<file path="src/design/pll_buffer_pkg.sv">
package pll_buffer_pkg;

  // ----------------------------------------------------------------
  // target addresses on the serial bus (8-bit form, r/w bit included)
  // ----------------------------------------------------------------
  localparam logic [7:0] WRITE_ADDR = 8'hD4;
  localparam logic [7:0] READ_ADDR = 8'hD5;

  // ----------------------------------------------------------------
  // register indices
  // ----------------------------------------------------------------
  localparam logic [7:0] REG_DEVICE_CONTROL = 8'h00;
  localparam logic [7:0] REG_OUTPUT_ENABLE_RESERVED = 8'h01;
  localparam logic [7:0] REG_FUNCTION_SELECT_RESERVED = 8'h02;
  localparam logic [7:0] REG_REVISION_VENDOR_IDENT = 8'h03;
  localparam logic [7:0] REG_PART_IDENT = 8'h04;
  localparam logic [7:0] REG_READBACK_LENGTH = 8'h05;

  // ----------------------------------------------------------------
  // device control field positions and reset values
  // ----------------------------------------------------------------
  localparam int CTRL_SOURCE_BIT = 7;
  localparam int CTRL_BANDWIDTH_BIT = 1;
  localparam int CTRL_ZERO_DELAY_BIT = 0;
  localparam logic [7:0] DEVICE_CONTROL_RESET = 8'h83;
  localparam logic [7:0] RESERVED_RESET = 8'h00;
  localparam logic [7:0] READBACK_LENGTH_RESET = 8'h06;
  localparam logic [7:0] UNMAPPED_READ = 8'h00;

  // ----------------------------------------------------------------
  // byte framing
  // ----------------------------------------------------------------
  localparam logic [3:0] BIT_COUNT_ZERO = 4'h0;
  localparam logic [3:0] BIT_COUNT_FIRST = 4'h1;
  localparam logic [3:0] BIT_COUNT_FULL = 4'h8;

  // ----------------------------------------------------------------
  // synchroniser lanes
  // ----------------------------------------------------------------
  localparam int SYNC_WIDTH = 4;
  localparam int LANE_SCL = 0;
  localparam int LANE_SDA = 1;
  localparam int LANE_BW_PIN = 2;
  localparam int LANE_MODE_PIN = 3;

  // ----------------------------------------------------------------
  // state machines
  // ----------------------------------------------------------------
  typedef enum logic [4:0] {
    ST_IDLE = 5'h01,
    ST_RX = 5'h02,
    ST_ACK = 5'h04,
    ST_TX = 5'h08,
    ST_TACK = 5'h10
  } target_state_t;

  typedef enum logic [3:0] {
    PH_ADDR = 4'h1,
    PH_INDEX = 4'h2,
    PH_COUNT = 4'h4,
    PH_DATA = 4'h8
  } byte_phase_t;

endpackage : pll_buffer_pkg

</file>
<file path="src/design/line_sync.sv">
`timescale 1ns/1ps
module line_sync #(
  parameter int WIDTH = 4
) (
  input wire logic i_mclk,
  input wire logic i_rst_n,
  input wire logic [WIDTH-1:0] i_async,
  output logic [WIDTH-1:0] o_sync
);

  // ----------------------------------------------------------------
  // two-stage synchroniser, first stage feeds only the second
  // ----------------------------------------------------------------
  logic [WIDTH-1:0] meta;

  // both stages reset high, the idle level of the bus lines
  always_ff @(posedge i_mclk) begin
    if (!i_rst_n) begin
      meta <= '1;
      o_sync <= '1;
    end else begin
      meta <= i_async;
      o_sync <= meta;
    end
  end

endmodule : line_sync

</file>
<file path="src/design/pll_buffer_smbus_target.sv">
`timescale 1ns/1ps
// Operation
// - host sends start, write address, index; target acks address and index.
// - host sends repeated start and read address; target acks it.
// - first byte sent after read address ack is the byte count.
// - target sends bytes from index upward; host acks all but last.
// - target answers D5 for reads and D4 for writes only.
// - block write carries index, count, data; target acks every byte.
// - control bit 7 picks pins (1) or register bits (0); resets to 1.
// - bit 1 high bandwidth, bit 0 engages loop; both reset to 1.
// - register 5 gives the count byte sent first in a read; resets to six.
// - register 3 holds fixed revision and vendor codes, read only.
// - register 4 holds a fixed part code, read only.
// - reserved bits are plain storage and control nothing.
module pll_buffer_smbus_target #(
  parameter logic [3:0] REVISION_CODE = 4'h3, // arbitrary value
  parameter logic [3:0] VENDOR_CODE = 4'h9, // arbitrary value
  parameter logic [7:0] PART_IDENT_CODE = 8'h5A // arbitrary value
) (
  input wire logic i_mclk,
  input wire logic i_rst_n,
  input wire logic i_smb_clk,
  input wire logic i_smb_data,
  input wire logic i_pll_bw_pin,
  input wire logic i_pll_mode_pin,
  output logic o_smb_data_out,
  output logic o_smb_data_oe,
  output logic o_pll_control_source_select,
  output logic o_pll_bandwidth_select,
  output logic o_zero_delay_mode
);
  import pll_buffer_pkg::*;

  // ----------------------------------------------------------------
  // pin synchronisers and line events
  // ----------------------------------------------------------------
  logic [SYNC_WIDTH-1:0] line_raw;
  logic [SYNC_WIDTH-1:0] line_now;
  logic scl_prev;
  logic sda_prev;

  assign line_raw = {i_pll_mode_pin, i_pll_bw_pin, i_smb_data, i_smb_clk};

  line_sync #(
    .WIDTH(SYNC_WIDTH)
  ) u_line_sync (
    .i_mclk(i_mclk),
    .i_rst_n(i_rst_n),
    .i_async(line_raw),
    .o_sync(line_now)
  );

  // previous samples for edge detection
  always_ff @(posedge i_mclk) begin
    if (!i_rst_n) begin
      scl_prev <= 1'b1;
      sda_prev <= 1'b1;
    end else begin
      scl_prev <= line_now[LANE_SCL];
      sda_prev <= line_now[LANE_SDA];
    end
  end

  // edges and bus conditions
  wire scl = line_now[LANE_SCL];
  wire sda = line_now[LANE_SDA];
  wire scl_rise = scl & ~scl_prev;
  wire scl_fall = ~scl & scl_prev;
  wire start_det = scl & scl_prev & sda_prev & ~sda;
  wire stop_det = scl & scl_prev & ~sda_prev & sda;

  // ----------------------------------------------------------------
  // state and register storage
  // ----------------------------------------------------------------
  target_state_t state;
  byte_phase_t phase;
  logic [3:0] bit_cnt;
  logic [7:0] rx_shift;
  logic [7:0] tx_shift;
  logic [7:0] reg_index;
  logic [7:0] write_left;
  logic read_mode;
  logic count_sent;
  logic host_ack;
  logic [7:0] device_control;
  logic [7:0] output_enable_reserved;
  logic [7:0] function_select_reserved;
  logic [7:0] readback_length;

  // register read mux, unmapped indices read as zero
  function automatic logic [7:0] read_reg(input logic [7:0] index);
    logic [7:0] value;
    value = UNMAPPED_READ;
    case (index)
      REG_DEVICE_CONTROL: value = device_control;
      REG_OUTPUT_ENABLE_RESERVED: value = output_enable_reserved;
      REG_FUNCTION_SELECT_RESERVED: value = function_select_reserved;
      REG_REVISION_VENDOR_IDENT: begin
        value = {REVISION_CODE, VENDOR_CODE};
      end
      REG_PART_IDENT: value = PART_IDENT_CODE;
      REG_READBACK_LENGTH: value = readback_length;
      default: value = UNMAPPED_READ;
    endcase
    return value;
  endfunction : read_reg

  // ----------------------------------------------------------------
  // byte decode
  // ----------------------------------------------------------------
  wire byte_full = bit_cnt == BIT_COUNT_FULL;
  wire rx_done = (state == ST_RX) && scl_fall && byte_full;
  wire addr_write_hit = rx_shift == WRITE_ADDR;
  wire addr_read_hit = rx_shift == READ_ADDR;
  wire addr_phase = phase == PH_ADDR;
  // foreign addresses are left unanswered
  wire byte_acked = !addr_phase || addr_write_hit || addr_read_hit;
  wire data_rx = rx_done && (phase == PH_DATA) && !read_mode;
  wire wr_en = data_rx && (write_left != 8'h00);
  wire ack_end = (state == ST_ACK) && scl_fall;
  wire tx_end = (state == ST_TX) && scl_fall;
  wire load_tx = (ack_end && read_mode) ||
                 ((state == ST_TACK) && scl_fall && host_ack);
  // count byte first, then register contents
  wire [7:0] tx_byte = count_sent ? read_reg(reg_index) : readback_length;

  // write strobes; indices 3 and 4 have none
  wire wr_ctrl = wr_en && (reg_index == REG_DEVICE_CONTROL);
  wire wr_rsv1 = wr_en && (reg_index == REG_OUTPUT_ENABLE_RESERVED);
  wire wr_rsv2 = wr_en && (reg_index == REG_FUNCTION_SELECT_RESERVED);
  wire wr_rblen = wr_en && (reg_index == REG_READBACK_LENGTH);

  // ----------------------------------------------------------------
  // bit-level state machine
  // ----------------------------------------------------------------
  always_ff @(posedge i_mclk) begin
    if (!i_rst_n) begin
      state <= ST_IDLE;
      bit_cnt <= BIT_COUNT_ZERO;
      host_ack <= 1'b0;
    end else if (start_det) begin
      state <= ST_RX;
      bit_cnt <= BIT_COUNT_ZERO;
    end else if (stop_det) begin
      state <= ST_IDLE;
    end else begin
      case (state)
        ST_IDLE: begin
          state <= ST_IDLE;
        end
        ST_RX: begin
          if (scl_rise) begin
            bit_cnt <= bit_cnt + BIT_COUNT_FIRST;
          end else if (rx_done) begin
            state <= byte_acked ? ST_ACK : ST_IDLE;
          end
        end
        ST_ACK: begin
          if (scl_fall) begin
            state <= read_mode ? ST_TX : ST_RX;
            bit_cnt <= read_mode ? BIT_COUNT_FIRST : BIT_COUNT_ZERO;
          end
        end
        ST_TX: begin
          if (scl_fall && byte_full) begin
            state <= ST_TACK;
          end else if (scl_fall) begin
            bit_cnt <= bit_cnt + BIT_COUNT_FIRST;
          end
        end
        ST_TACK: begin
          if (scl_rise) begin
            host_ack <= ~sda;
          end else if (scl_fall) begin
            state <= host_ack ? ST_TX : ST_IDLE;
            bit_cnt <= BIT_COUNT_FIRST;
          end
        end
        default: begin
          state <= ST_IDLE;
        end
      endcase
    end
  end

  // ----------------------------------------------------------------
  // shift registers
  // ----------------------------------------------------------------
  always_ff @(posedge i_mclk) begin
    if (!i_rst_n) begin
      rx_shift <= 8'h00;
      tx_shift <= 8'h00;
    end else begin
      if ((state == ST_RX) && scl_rise) begin
        rx_shift <= {rx_shift[6:0], sda};
      end
      if (load_tx) begin
        tx_shift <= tx_byte;
      end else if (tx_end && !byte_full) begin
        tx_shift <= {tx_shift[6:0], 1'b0};
      end
    end
  end

  // ----------------------------------------------------------------
  // transfer bookkeeping
  // ----------------------------------------------------------------
  always_ff @(posedge i_mclk) begin
    if (!i_rst_n) begin
      phase <= PH_ADDR;
      reg_index <= 8'h00;
      write_left <= 8'h00;
      read_mode <= 1'b0;
      count_sent <= 1'b0;
    end else if (start_det) begin
      phase <= PH_ADDR; // index kept across repeated start
      read_mode <= 1'b0;
      count_sent <= 1'b0;
    end else if (rx_done) begin
      case (phase)
        PH_ADDR: begin
          read_mode <= addr_read_hit;
          phase <= PH_INDEX;
        end
        PH_INDEX: begin
          reg_index <= rx_shift;
          phase <= PH_COUNT;
        end
        PH_COUNT: begin
          write_left <= rx_shift;
          phase <= PH_DATA;
        end
        PH_DATA: begin
          reg_index <= reg_index + 8'h01;
          if (wr_en) begin
            write_left <= write_left - 8'h01;
          end
        end
        default: begin
          phase <= PH_ADDR;
        end
      endcase
    end else if (load_tx) begin
      count_sent <= 1'b1;
      if (count_sent) begin
        reg_index <= reg_index + 8'h01;
      end
    end
  end

  // ----------------------------------------------------------------
  // register file
  // ----------------------------------------------------------------
  // identity registers are constants, writes to them fall away
  always_ff @(posedge i_mclk) begin
    if (!i_rst_n) begin
      device_control <= DEVICE_CONTROL_RESET;
      output_enable_reserved <= RESERVED_RESET;
      function_select_reserved <= RESERVED_RESET;
      readback_length <= READBACK_LENGTH_RESET;
    end else begin
      if (wr_ctrl) begin
        device_control <= rx_shift;
      end
      if (wr_rsv1) begin
        output_enable_reserved <= rx_shift;
      end
      if (wr_rsv2) begin
        function_select_reserved <= rx_shift;
      end
      if (wr_rblen) begin
        readback_length <= rx_shift;
      end
    end
  end

  // ----------------------------------------------------------------
  // data line driver, open drain
  // ----------------------------------------------------------------
  // changes only after a clock fall so no false start or stop appears
  always_ff @(posedge i_mclk) begin
    if (!i_rst_n) begin
      o_smb_data_oe <= 1'b0;
      o_smb_data_out <= 1'b0;
    end else begin
      o_smb_data_out <= 1'b0;
      if (start_det || stop_det) begin
        o_smb_data_oe <= 1'b0;
      end else if (rx_done) begin
        o_smb_data_oe <= byte_acked;
      end else if (load_tx) begin
        o_smb_data_oe <= ~tx_byte[7];
      end else if (ack_end) begin
        o_smb_data_oe <= 1'b0;
      end else if (tx_end) begin
        o_smb_data_oe <= byte_full ? 1'b0 : ~tx_shift[6];
      end
    end
  end

  // ----------------------------------------------------------------
  // loop control outputs
  // ----------------------------------------------------------------
  wire from_pins = device_control[CTRL_SOURCE_BIT];
  wire next_bandwidth = from_pins ? line_now[LANE_BW_PIN] :
                        device_control[CTRL_BANDWIDTH_BIT];
  wire next_zero_delay = from_pins ? line_now[LANE_MODE_PIN] :
                         device_control[CTRL_ZERO_DELAY_BIT];

  // source select picks pins or register bits
  always_ff @(posedge i_mclk) begin
    if (!i_rst_n) begin
      o_pll_control_source_select <= 1'b1;
      o_pll_bandwidth_select <= 1'b1;
      o_zero_delay_mode <= 1'b1;
    end else begin
      o_pll_control_source_select <= from_pins;
      o_pll_bandwidth_select <= next_bandwidth;
      o_zero_delay_mode <= next_zero_delay;
    end
  end
endmodule : pll_buffer_smbus_target

</file>
<file path="config.mk">
export PLATFORM = sky130hd
export DESIGN_NAME = pll_buffer_smbus_target
export DESIGN_NICKNAME = d
export VERILOG_FILES = /design/src/design/pll_buffer_pkg.sv /design/src/design/line_sync.sv /design/src/design/pll_buffer_smbus_target.sv
export SDC_FILE = /design/constraint.sdc
export NUM_CORES = 1
export LEC_CHECK = 0
export ABC_AREA = 1
export BUFFER_PORTS_ARGS = -buffer_cell sky130_fd_sc_hd__buf_2
export CORE_MARGIN = 3
export CORE_UTILIZATION = 35
export DETAILED_ROUTE_END_ITERATION = 12
export PLACE_DENSITY = 0.54
export SETUP_SLACK_MARGIN = 0.02
export SLEW_MARGIN = 10
export SYNTH_ARGS = -nofsm -noshare
export SYNTH_HDL_FRONTEND = slang
export SYNTH_HIERARCHICAL = 1
export SYNTH_SLANG_ARGS = --single-unit
</file>
<file path="constraint.sdc">
create_clock -name i_mclk -period 3.1 [get_ports i_mclk]
set_clock_uncertainty 0.2 [all_clocks]
set_input_delay 0.31 -clock i_mclk [delete_from_list [all_inputs] [get_ports i_mclk]]
set_output_delay 0.31 -clock i_mclk [all_outputs]
set_load 0.02 [all_outputs]
</file>
Yosys cells after proc, flatten, opt, wreduce, memory -nomap -nowiden
Cells that the tools add are included.
{"block": "classes", "bitwise_logic": 18, "reduce_logical": 44, "n_addsub": 3, "eq_ne": 33, "n_mux": 38}
{"op": "$pmux 8 s6", "n": 1}
{"op": "$mux 8", "n": 5}
{"op": "$mux 4", "n": 8}
{"op": "$pmux 4 s4", "n": 2}
{"op": "$pmux 8 s2", "n": 2}
{"op": "$mux 5", "n": 6}
{"op": "$ne 4x4->1 const B", "n": 5}
{"op": "$pmux 5 s4", "n": 1}
{"op": "$ne 2x2->1 const B", "n": 9}
{"op": "$logic_and 1x1->1", "n": 17}
{"op": "$eq 8x2->1 const B", "n": 2}
{"op": "$eq 8x3->1 const B", "n": 2}
{"op": "$eq 8x8->1 const B", "n": 2}
{"op": "$mux 7", "n": 2}
{"op": "$reduce_and 4->1", "n": 3}
{"op": "$reduce_and 6->1", "n": 2}
{"op": "$not 1->1", "n": 11}
{"op": "$add 8x1->8 const B", "n": 1}
{"op": "$eq 4x4->1 const B", "n": 2}
{"op": "$eq 8x1->1 const B", "n": 1}
{"op": "$logic_not 8->1", "n": 1}
{"op": "$mux 1", "n": 8}
{"op": "$reduce_and 8->1", "n": 1}
{"op": "$reduce_bool 2->1", "n": 4}
{"op": "other kinds (22)", "n": 38}
{"block": "word_totals", "in_bits": 6, "output_inout_bits": 5, "regBits": 93}

Depth between registers and ports, before layout
{"block": "depth", "ltp_word": 10, "mapped_depth": 14, "ltp_nobuf": 13}

Modules after synthesis
Netlist, hierarchy kept.
{"mod": "pll_buffer_smbus_target", "n_inst": 1, "area_per_inst_um2": 4595.7, "seq_area_each_um2": 1701.6, "cells_each": 679}
{"mod": "line_sync", "n_inst": 1, "area_per_inst_um2": 225.2, "seq_area_each_um2": 160.2, "cells_each": 25}

Least setup slack after synthesis
OpenSTA, ideal clock, no wires.
{"block": "synth_path", "kind": "flip-flop to flip-flop", "start": "reg bit_cnt[0]", "end": "reg reg_index[5]", "setup_time_ps": 116, "arrival_time_ps": 1609, "setup_slack_ps": 1175, "required_time_ps": 2784, "path_buffers": 1, "path_stages_with_launch": 14, "synth_period_minus_slack_ps": 1925, "cell_sequence": "dfxtp_1 > inv_1 > ha_1 > nand2_1 > nor2_2 > nand2_2 > inv_2 > nand2_4 > nor2_4 > nand2_2 > and2_1 > buf_2 > a21oi_1 > nor2_1"}
{"block": "synth_via", "elab_chain_len": 4, "elab_cells_between_ends": 7, "cone_classes": "eq/ne: 2; mux: 1; reduce/logical: 4"}
{"element": "start, declared", "line": "pll_buffer_smbus_target.sv:77", "source": "logic [3:0] bit_cnt;"}
{"element": "start signal, assigned", "line": "pll_buffer_smbus_target.sv:153", "source": "bit_cnt <= bit_cnt + BIT_COUNT_FIRST;"}
{"element": "start signal, assigned", "line": "pll_buffer_smbus_target.sv:161", "source": "bit_cnt <= read_mode ? BIT_COUNT_FIRST : BIT_COUNT_ZERO;"}
{"element": "start signal, assigned", "line": "pll_buffer_smbus_target.sv:168", "source": "bit_cnt <= bit_cnt + BIT_COUNT_FIRST;"}
{"element": "$eq 4x4->1 (*)", "line": "pll_buffer_smbus_target.sv:111", "source": "wire byte_full = bit_cnt == BIT_COUNT_FULL;"}
{"element": "$logic_and 1x1->1 (*)", "line": "pll_buffer_smbus_target.sv:112", "source": "wire rx_done = (state == ST_RX) && scl_fall && byte_full;"}
{"element": "$ne 3x1->1 (no line) or $reduce_bool 2->1 (tied branches)"}
{"element": "$reduce_and 4->1 (no line)"}
{"element": "end signal, assigned", "line": "pll_buffer_smbus_target.sv:226", "source": "reg_index <= rx_shift;"}
{"element": "end signal, assigned", "line": "pll_buffer_smbus_target.sv:234", "source": "reg_index <= reg_index + 8'h01;"}
{"element": "end signal, assigned", "line": "pll_buffer_smbus_target.sv:246", "source": "reg_index <= reg_index + 8'h01;"}
{"element": "end, declared", "line": "pll_buffer_smbus_target.sv:80", "source": "logic [7:0] reg_index;"}
Mark *: on every way between the ends. The rest lies on a longest branch, timed or not.
A chain may end at the register's enable or synchronous reset.

Worst setup path in the final report
{"block": "layout_path", "start": "reg state[1]", "end": "reg reg_index[5]"}
{"block": "layout_via", "elab_chain_len": 6, "elab_cells_between_ends": 15, "cone_classes": "eq/ne: 4; mux: 1; reduce/logical: 10"}
{"element": "start, declared", "line": "pll_buffer_smbus_target.sv:75", "source": "target_state_t state;"}
{"element": "start signal, assigned", "line": "pll_buffer_smbus_target.sv:155", "source": "state <= byte_acked ? ST_ACK : ST_IDLE;"}
{"element": "start signal, assigned", "line": "pll_buffer_smbus_target.sv:160", "source": "state <= read_mode ? ST_TX : ST_RX;"}
{"element": "start signal, assigned", "line": "pll_buffer_smbus_target.sv:175", "source": "state <= host_ack ? ST_TX : ST_IDLE;"}
{"element": "$eq 5x3->1 or $eq 5x5->1 (tied branches)", "line": "pll_buffer_smbus_target.sv:120, pll_buffer_smbus_target.sv:123"}
{"element": "$logic_and 1x1->1 (on tied branches)", "line": "pll_buffer_smbus_target.sv:120, pll_buffer_smbus_target.sv:123"}
{"element": "$logic_and 1x1->1 (on tied branches)", "line": "pll_buffer_smbus_target.sv:122, pll_buffer_smbus_target.sv:123"}
{"element": "$logic_or 1x1->1", "line": "pll_buffer_smbus_target.sv:122", "source": "wire load_tx = (ack_end && read_mode) ||"}
{"element": "$reduce_bool 2->1 (no line)"}
{"element": "$reduce_and 4->1 (no line)"}
Parallel ways exist; a longest one is shown, timed or not.

==> load_flow_metrics.sql <==
INSERT INTO impl_metrics (metric_group, metric, value, unit) VALUES
('run_status', 'run_status', 'complete, no violations', ''),
('job', 'max-cap-violations', '0', ''),
('placement', 'dpl.cell_count', '868', ''),
('power', 'powerDensity', '457', 'nW/um2'),
('sta', 'actual_slew_at_the_worst_max_slew_pin', '0.864', 'ns'),
('global_routing', 'grt_remaining_overflow', '0', ''),
('setup_path', 'critical_path.endpoint_type', 'flip-flop', ''),
('min_path', 'min-delay-start', 'u_line_sync/meta[0]$_SDFF_PN1_', ''),
('global_routing', 'grt.total_usage', '0.172', ''),
('synthesis', 'synth_largest_type_area_fraction', '0.386', ''),
('synthesis', 'yosysTopAreaCell', 'dfxtp_1', ''),
('floorplan', 'initial_core_utilization', '0.361', ''),
('clock_network', 'clock_tree_buf_depth', '2', ''),
('setup_path', 'timing.setup.critical_path_class', 'reg2reg', ''),
('placement', 'place_congestion', '0.855', ''),
('detailed_routing', 'drc_errors', '0', ''),
('sta', 'totalNegativeSetupSlack', '0', 'ns'),
('synthesis', 'synth.yosys.seq_area_share', '0.386', ''),
('synthesis', 'yosysWarningCount', '6', ''),
('layout', 'finish.cell_count_without_fillers', '888', ''),
('floorplan', 'rows', '42', ''),
('sta', 'slew-limit-headroom', '0.422', ''),
('floorplan', 'core_region_area', '13300', 'um2'),
('setup_path', 'worstPathMaxFanout', '24', ''),
('detailed_routing', 'drt-vias-per-instance', '4.95', ''),
('min_path', 'holdCritPathClass', 'reg2reg', ''),
('global_routing', 'grt_antenna_before_repair', '0', ''),
('sta', 'unrepaired_setup_endpoints_after_global_routing', 'no', ''),
('synthesis', 'synth_top_cells_by_area', 'dfxtp_1 39%, nand2_1 11%, inv_1 7.6%', ''),
('floorplan', 'die-area', '15200', 'um2'),
('global_routing', 'pin_count_of_the_biggest_net_entering_global_routing', '59', ''),
('synthesis', 'ys_ff_latch', '93', ''),
('layout', 'finalNetCount', '721', ''),
('sta', 'hold_ws', '0.208', 'ns'),
('sta', 'slew_violations', '0', ''),
('sta', 'final.setup.worst_slack', '0.629', 'ns'),
('placement', 'dpl.hpwl', '8910', 'um'),
('power', 'p_leak', '2.29', 'nW'),
('detailed_routing', 'antenna_violating_nets_post_route', '0', ''),
('detailed_routing', 'routed_wire_length_per_instance', '13.9', 'um'),
('global_routing', 'grt_first_pass_wirelength', '20200', 'um'),
('setup_path', 'critical_path_arrival', '2.52', 'ns'),
('clock_network', 'cts_root_buf', 'clkbuf_16', ''),
('synthesis', 'syn_inst', '704', ''),
('sta', 'timing.final.hold_violations', '0', ''),
('clock_network', 'cts.clk_slew.worst_paths', '0.07', 'ns'),
('setup_path', 'rrSetupSlack', '0.63', 'ns'),
('sta', 'period_utilisation_layout', '0.797', ''),
('floorplan', 'die_height', '123', 'um'),
('detailed_routing', 'routed-via-count', '4400', ''),
('setup_path', 'worstPathRequired', '3.14', 'ns'),
('min_path', 'worst_hold_path.endpoint', 'u_line_sync/o_sync[0]$_SDFF_PN1_', ''),
('clock_network', 'tritoncts', 'done', ''),
('synthesis', 'synthesis.area', '4820', 'um2'),
('layout', 'drive_above_1_share', '0.0871', ''),
('layout', 'finalInstanceArea', '5340', 'um2'),
('clock_network', 'htreeDepth', '3', ''),
('synthesis', 'syn_avg_cell_area', '6.85', 'um2'),
('setup_path', 'worst_r2r_path_depth', '10', ''),
('synthesis', 'post_synth_num_cell_types', '39', ''),
('setup_path', 'crit_path_start_kind', 'flip-flop', ''),
('detailed_routing', 'wirelength', '12300', 'um'),
('clock_network', 'cts_setup_buffers', '0', ''),
('layout', 'antenna-diode-count', '0', ''),
('floorplan', 'die_w', '123', 'um'),
('floorplan', 'ios', '11', ''),
('placement', 'dp_worst_setup_slack', '0.672', 'ns'),
('detailed_routing', 'first_pass_iters', '5', ''),
('power', 'power.total', '2.44', 'mW'),
('detailed_routing', 'first_iter_violations', '428', ''),
('global_routing', 'via_count_of_the_first_global_routing_pass', '3967', '');
kinds of logic (layout without fill, tap and decap cells):
logic type | Yosys count | in the layout | share of synthesized area
xor gates and xnor gates | 8 | 8 | 0.0145
DFF | 93 | 93 | 0.386
adders and majority gates | 8 | 8 | 0.0208
AOI/OAI and AO/OA | 151 | 151 | 0.181
buffers and inverters | 126 | 134 | 0.105
other | 1 | 1 | 0.000778
and+or+nand+nor | 317 | 317 | 0.292
synthesized netlist by cell type (all sizes together):
cell type and number:
dfxtp 93, or2 2, ha 8, clkbuf 9, a211oi 18, nand3 57
conb 1, xnor2 4, buf 14, a21oi 60, o211ai 5, o21ai 58
a31oi 2, clkinv 1, inv 102, nor2 91, xor2 4, and2 1
nor3 9, a21o 1, nand3b 1, o22ai 3, o31ai 1, nand2 148
o21bai 3, nand4 8
layout make-up:
type,count,area (um2)
Multi-Input combinational cell,485,2450
Fill cell,1429,8010
Timing Repair Buffer,15,100
Tap cell,176,220
Inverter,103,387
Sequential cell,93,1860
Clock inverter,6,77.6
Clock buffer,10,239
worst max-delay path: stages (launching register included):
cell and delay, ns:
dfxtp_1 0.35, nor2_1 0.22, nand2_1 0.08, nor2_1 0.21
nand2_1 0.11, nand2_1 0.10, nand2_2 0.26, nand2_2 0.33
nand3_2 0.23, o21ai_0 0.22, nor2_1 0.06
layout by cell type (no fill, tap or decap), types with 2 or more instances in the layout:
cell,count
nand2_1,140
inv_1,97
dfxtp_1,93
nor2_1,85
a21oi_1,60
o21ai_0,57
nand3_1,53
a211oi_1,10
clkbuf_16,9
buf_2,9
a211oi_2,8
nor3_1,8
ha_1,8
nand2_2,7
nand4_1,7
inv_2,5
nor2_4,5
o211ai_1,5
nand3_2,4
xor2_1,4
xnor2_1,4
dlygate4sd3_1,4
o21bai_1,3
o22ai_1,3
or2_2,2
a31oi_1,2
inv_6,2
inv_8,2
buf_4,2
per-layer routing:
layer  share of wire  GRT usage
met2            0.43      0.258
met4           0.011     0.0367
met5               0          0
met1            0.50      0.243
met3           0.053     0.0531
state kept, by name, summed over array words and instances (netlist names), 5 cells and up:
signal / flops
rx_shift: 8
readback_length: 8
tx_shift: 7
write_left: 8
state: 5
function_select_reserved: 8
reg_index: 8
output_enable_reserved: 8
device_control: 8
where the power goes:
part | switching (mW) | total, mW | internal [mW]
clock | 0.512 | 1.18 | 0.665
combinational | 0.0399 | 0.0569 | 0.0169
sequential | 0.00410 | 1.20 | 1.20
worst max path at each step:
stage | from | to | slack [ns] | cells after the start
CTS | state[1]$_SDFFE_PN0P_ | reg_index[5]$_SDFFE_PN0P_ | 0.65 | 10
detailed placement | state[1]$_SDFFE_PN0P_ | reg_index[5]$_SDFFE_PN0P_ | 0.67 | 10
global route | state[1]$_SDFFE_PN0P_ | reg_index[4]$_SDFFE_PN0P_ | 0.37 | 10
global placement | state[1]$_SDFFE_PN0P_ | reg_index[5]$_SDFFE_PN0P_ | 0.67 | 10
finish | state[1]$_SDFFE_PN0P_ | reg_index[5]$_SDFFE_PN0P_ | 0.63 | 10
floorplan | bit_cnt[0]$_SDFFE_PP0P_ | reg_index[5]$_SDFFE_PN0P_ | 1.17 | 13
timing repair:
item	CTS	global route
endpoints found under the hold margin	4	0
resized for setup	0	0
hold buffers	4	0
(Power assumes the default switching activity.)
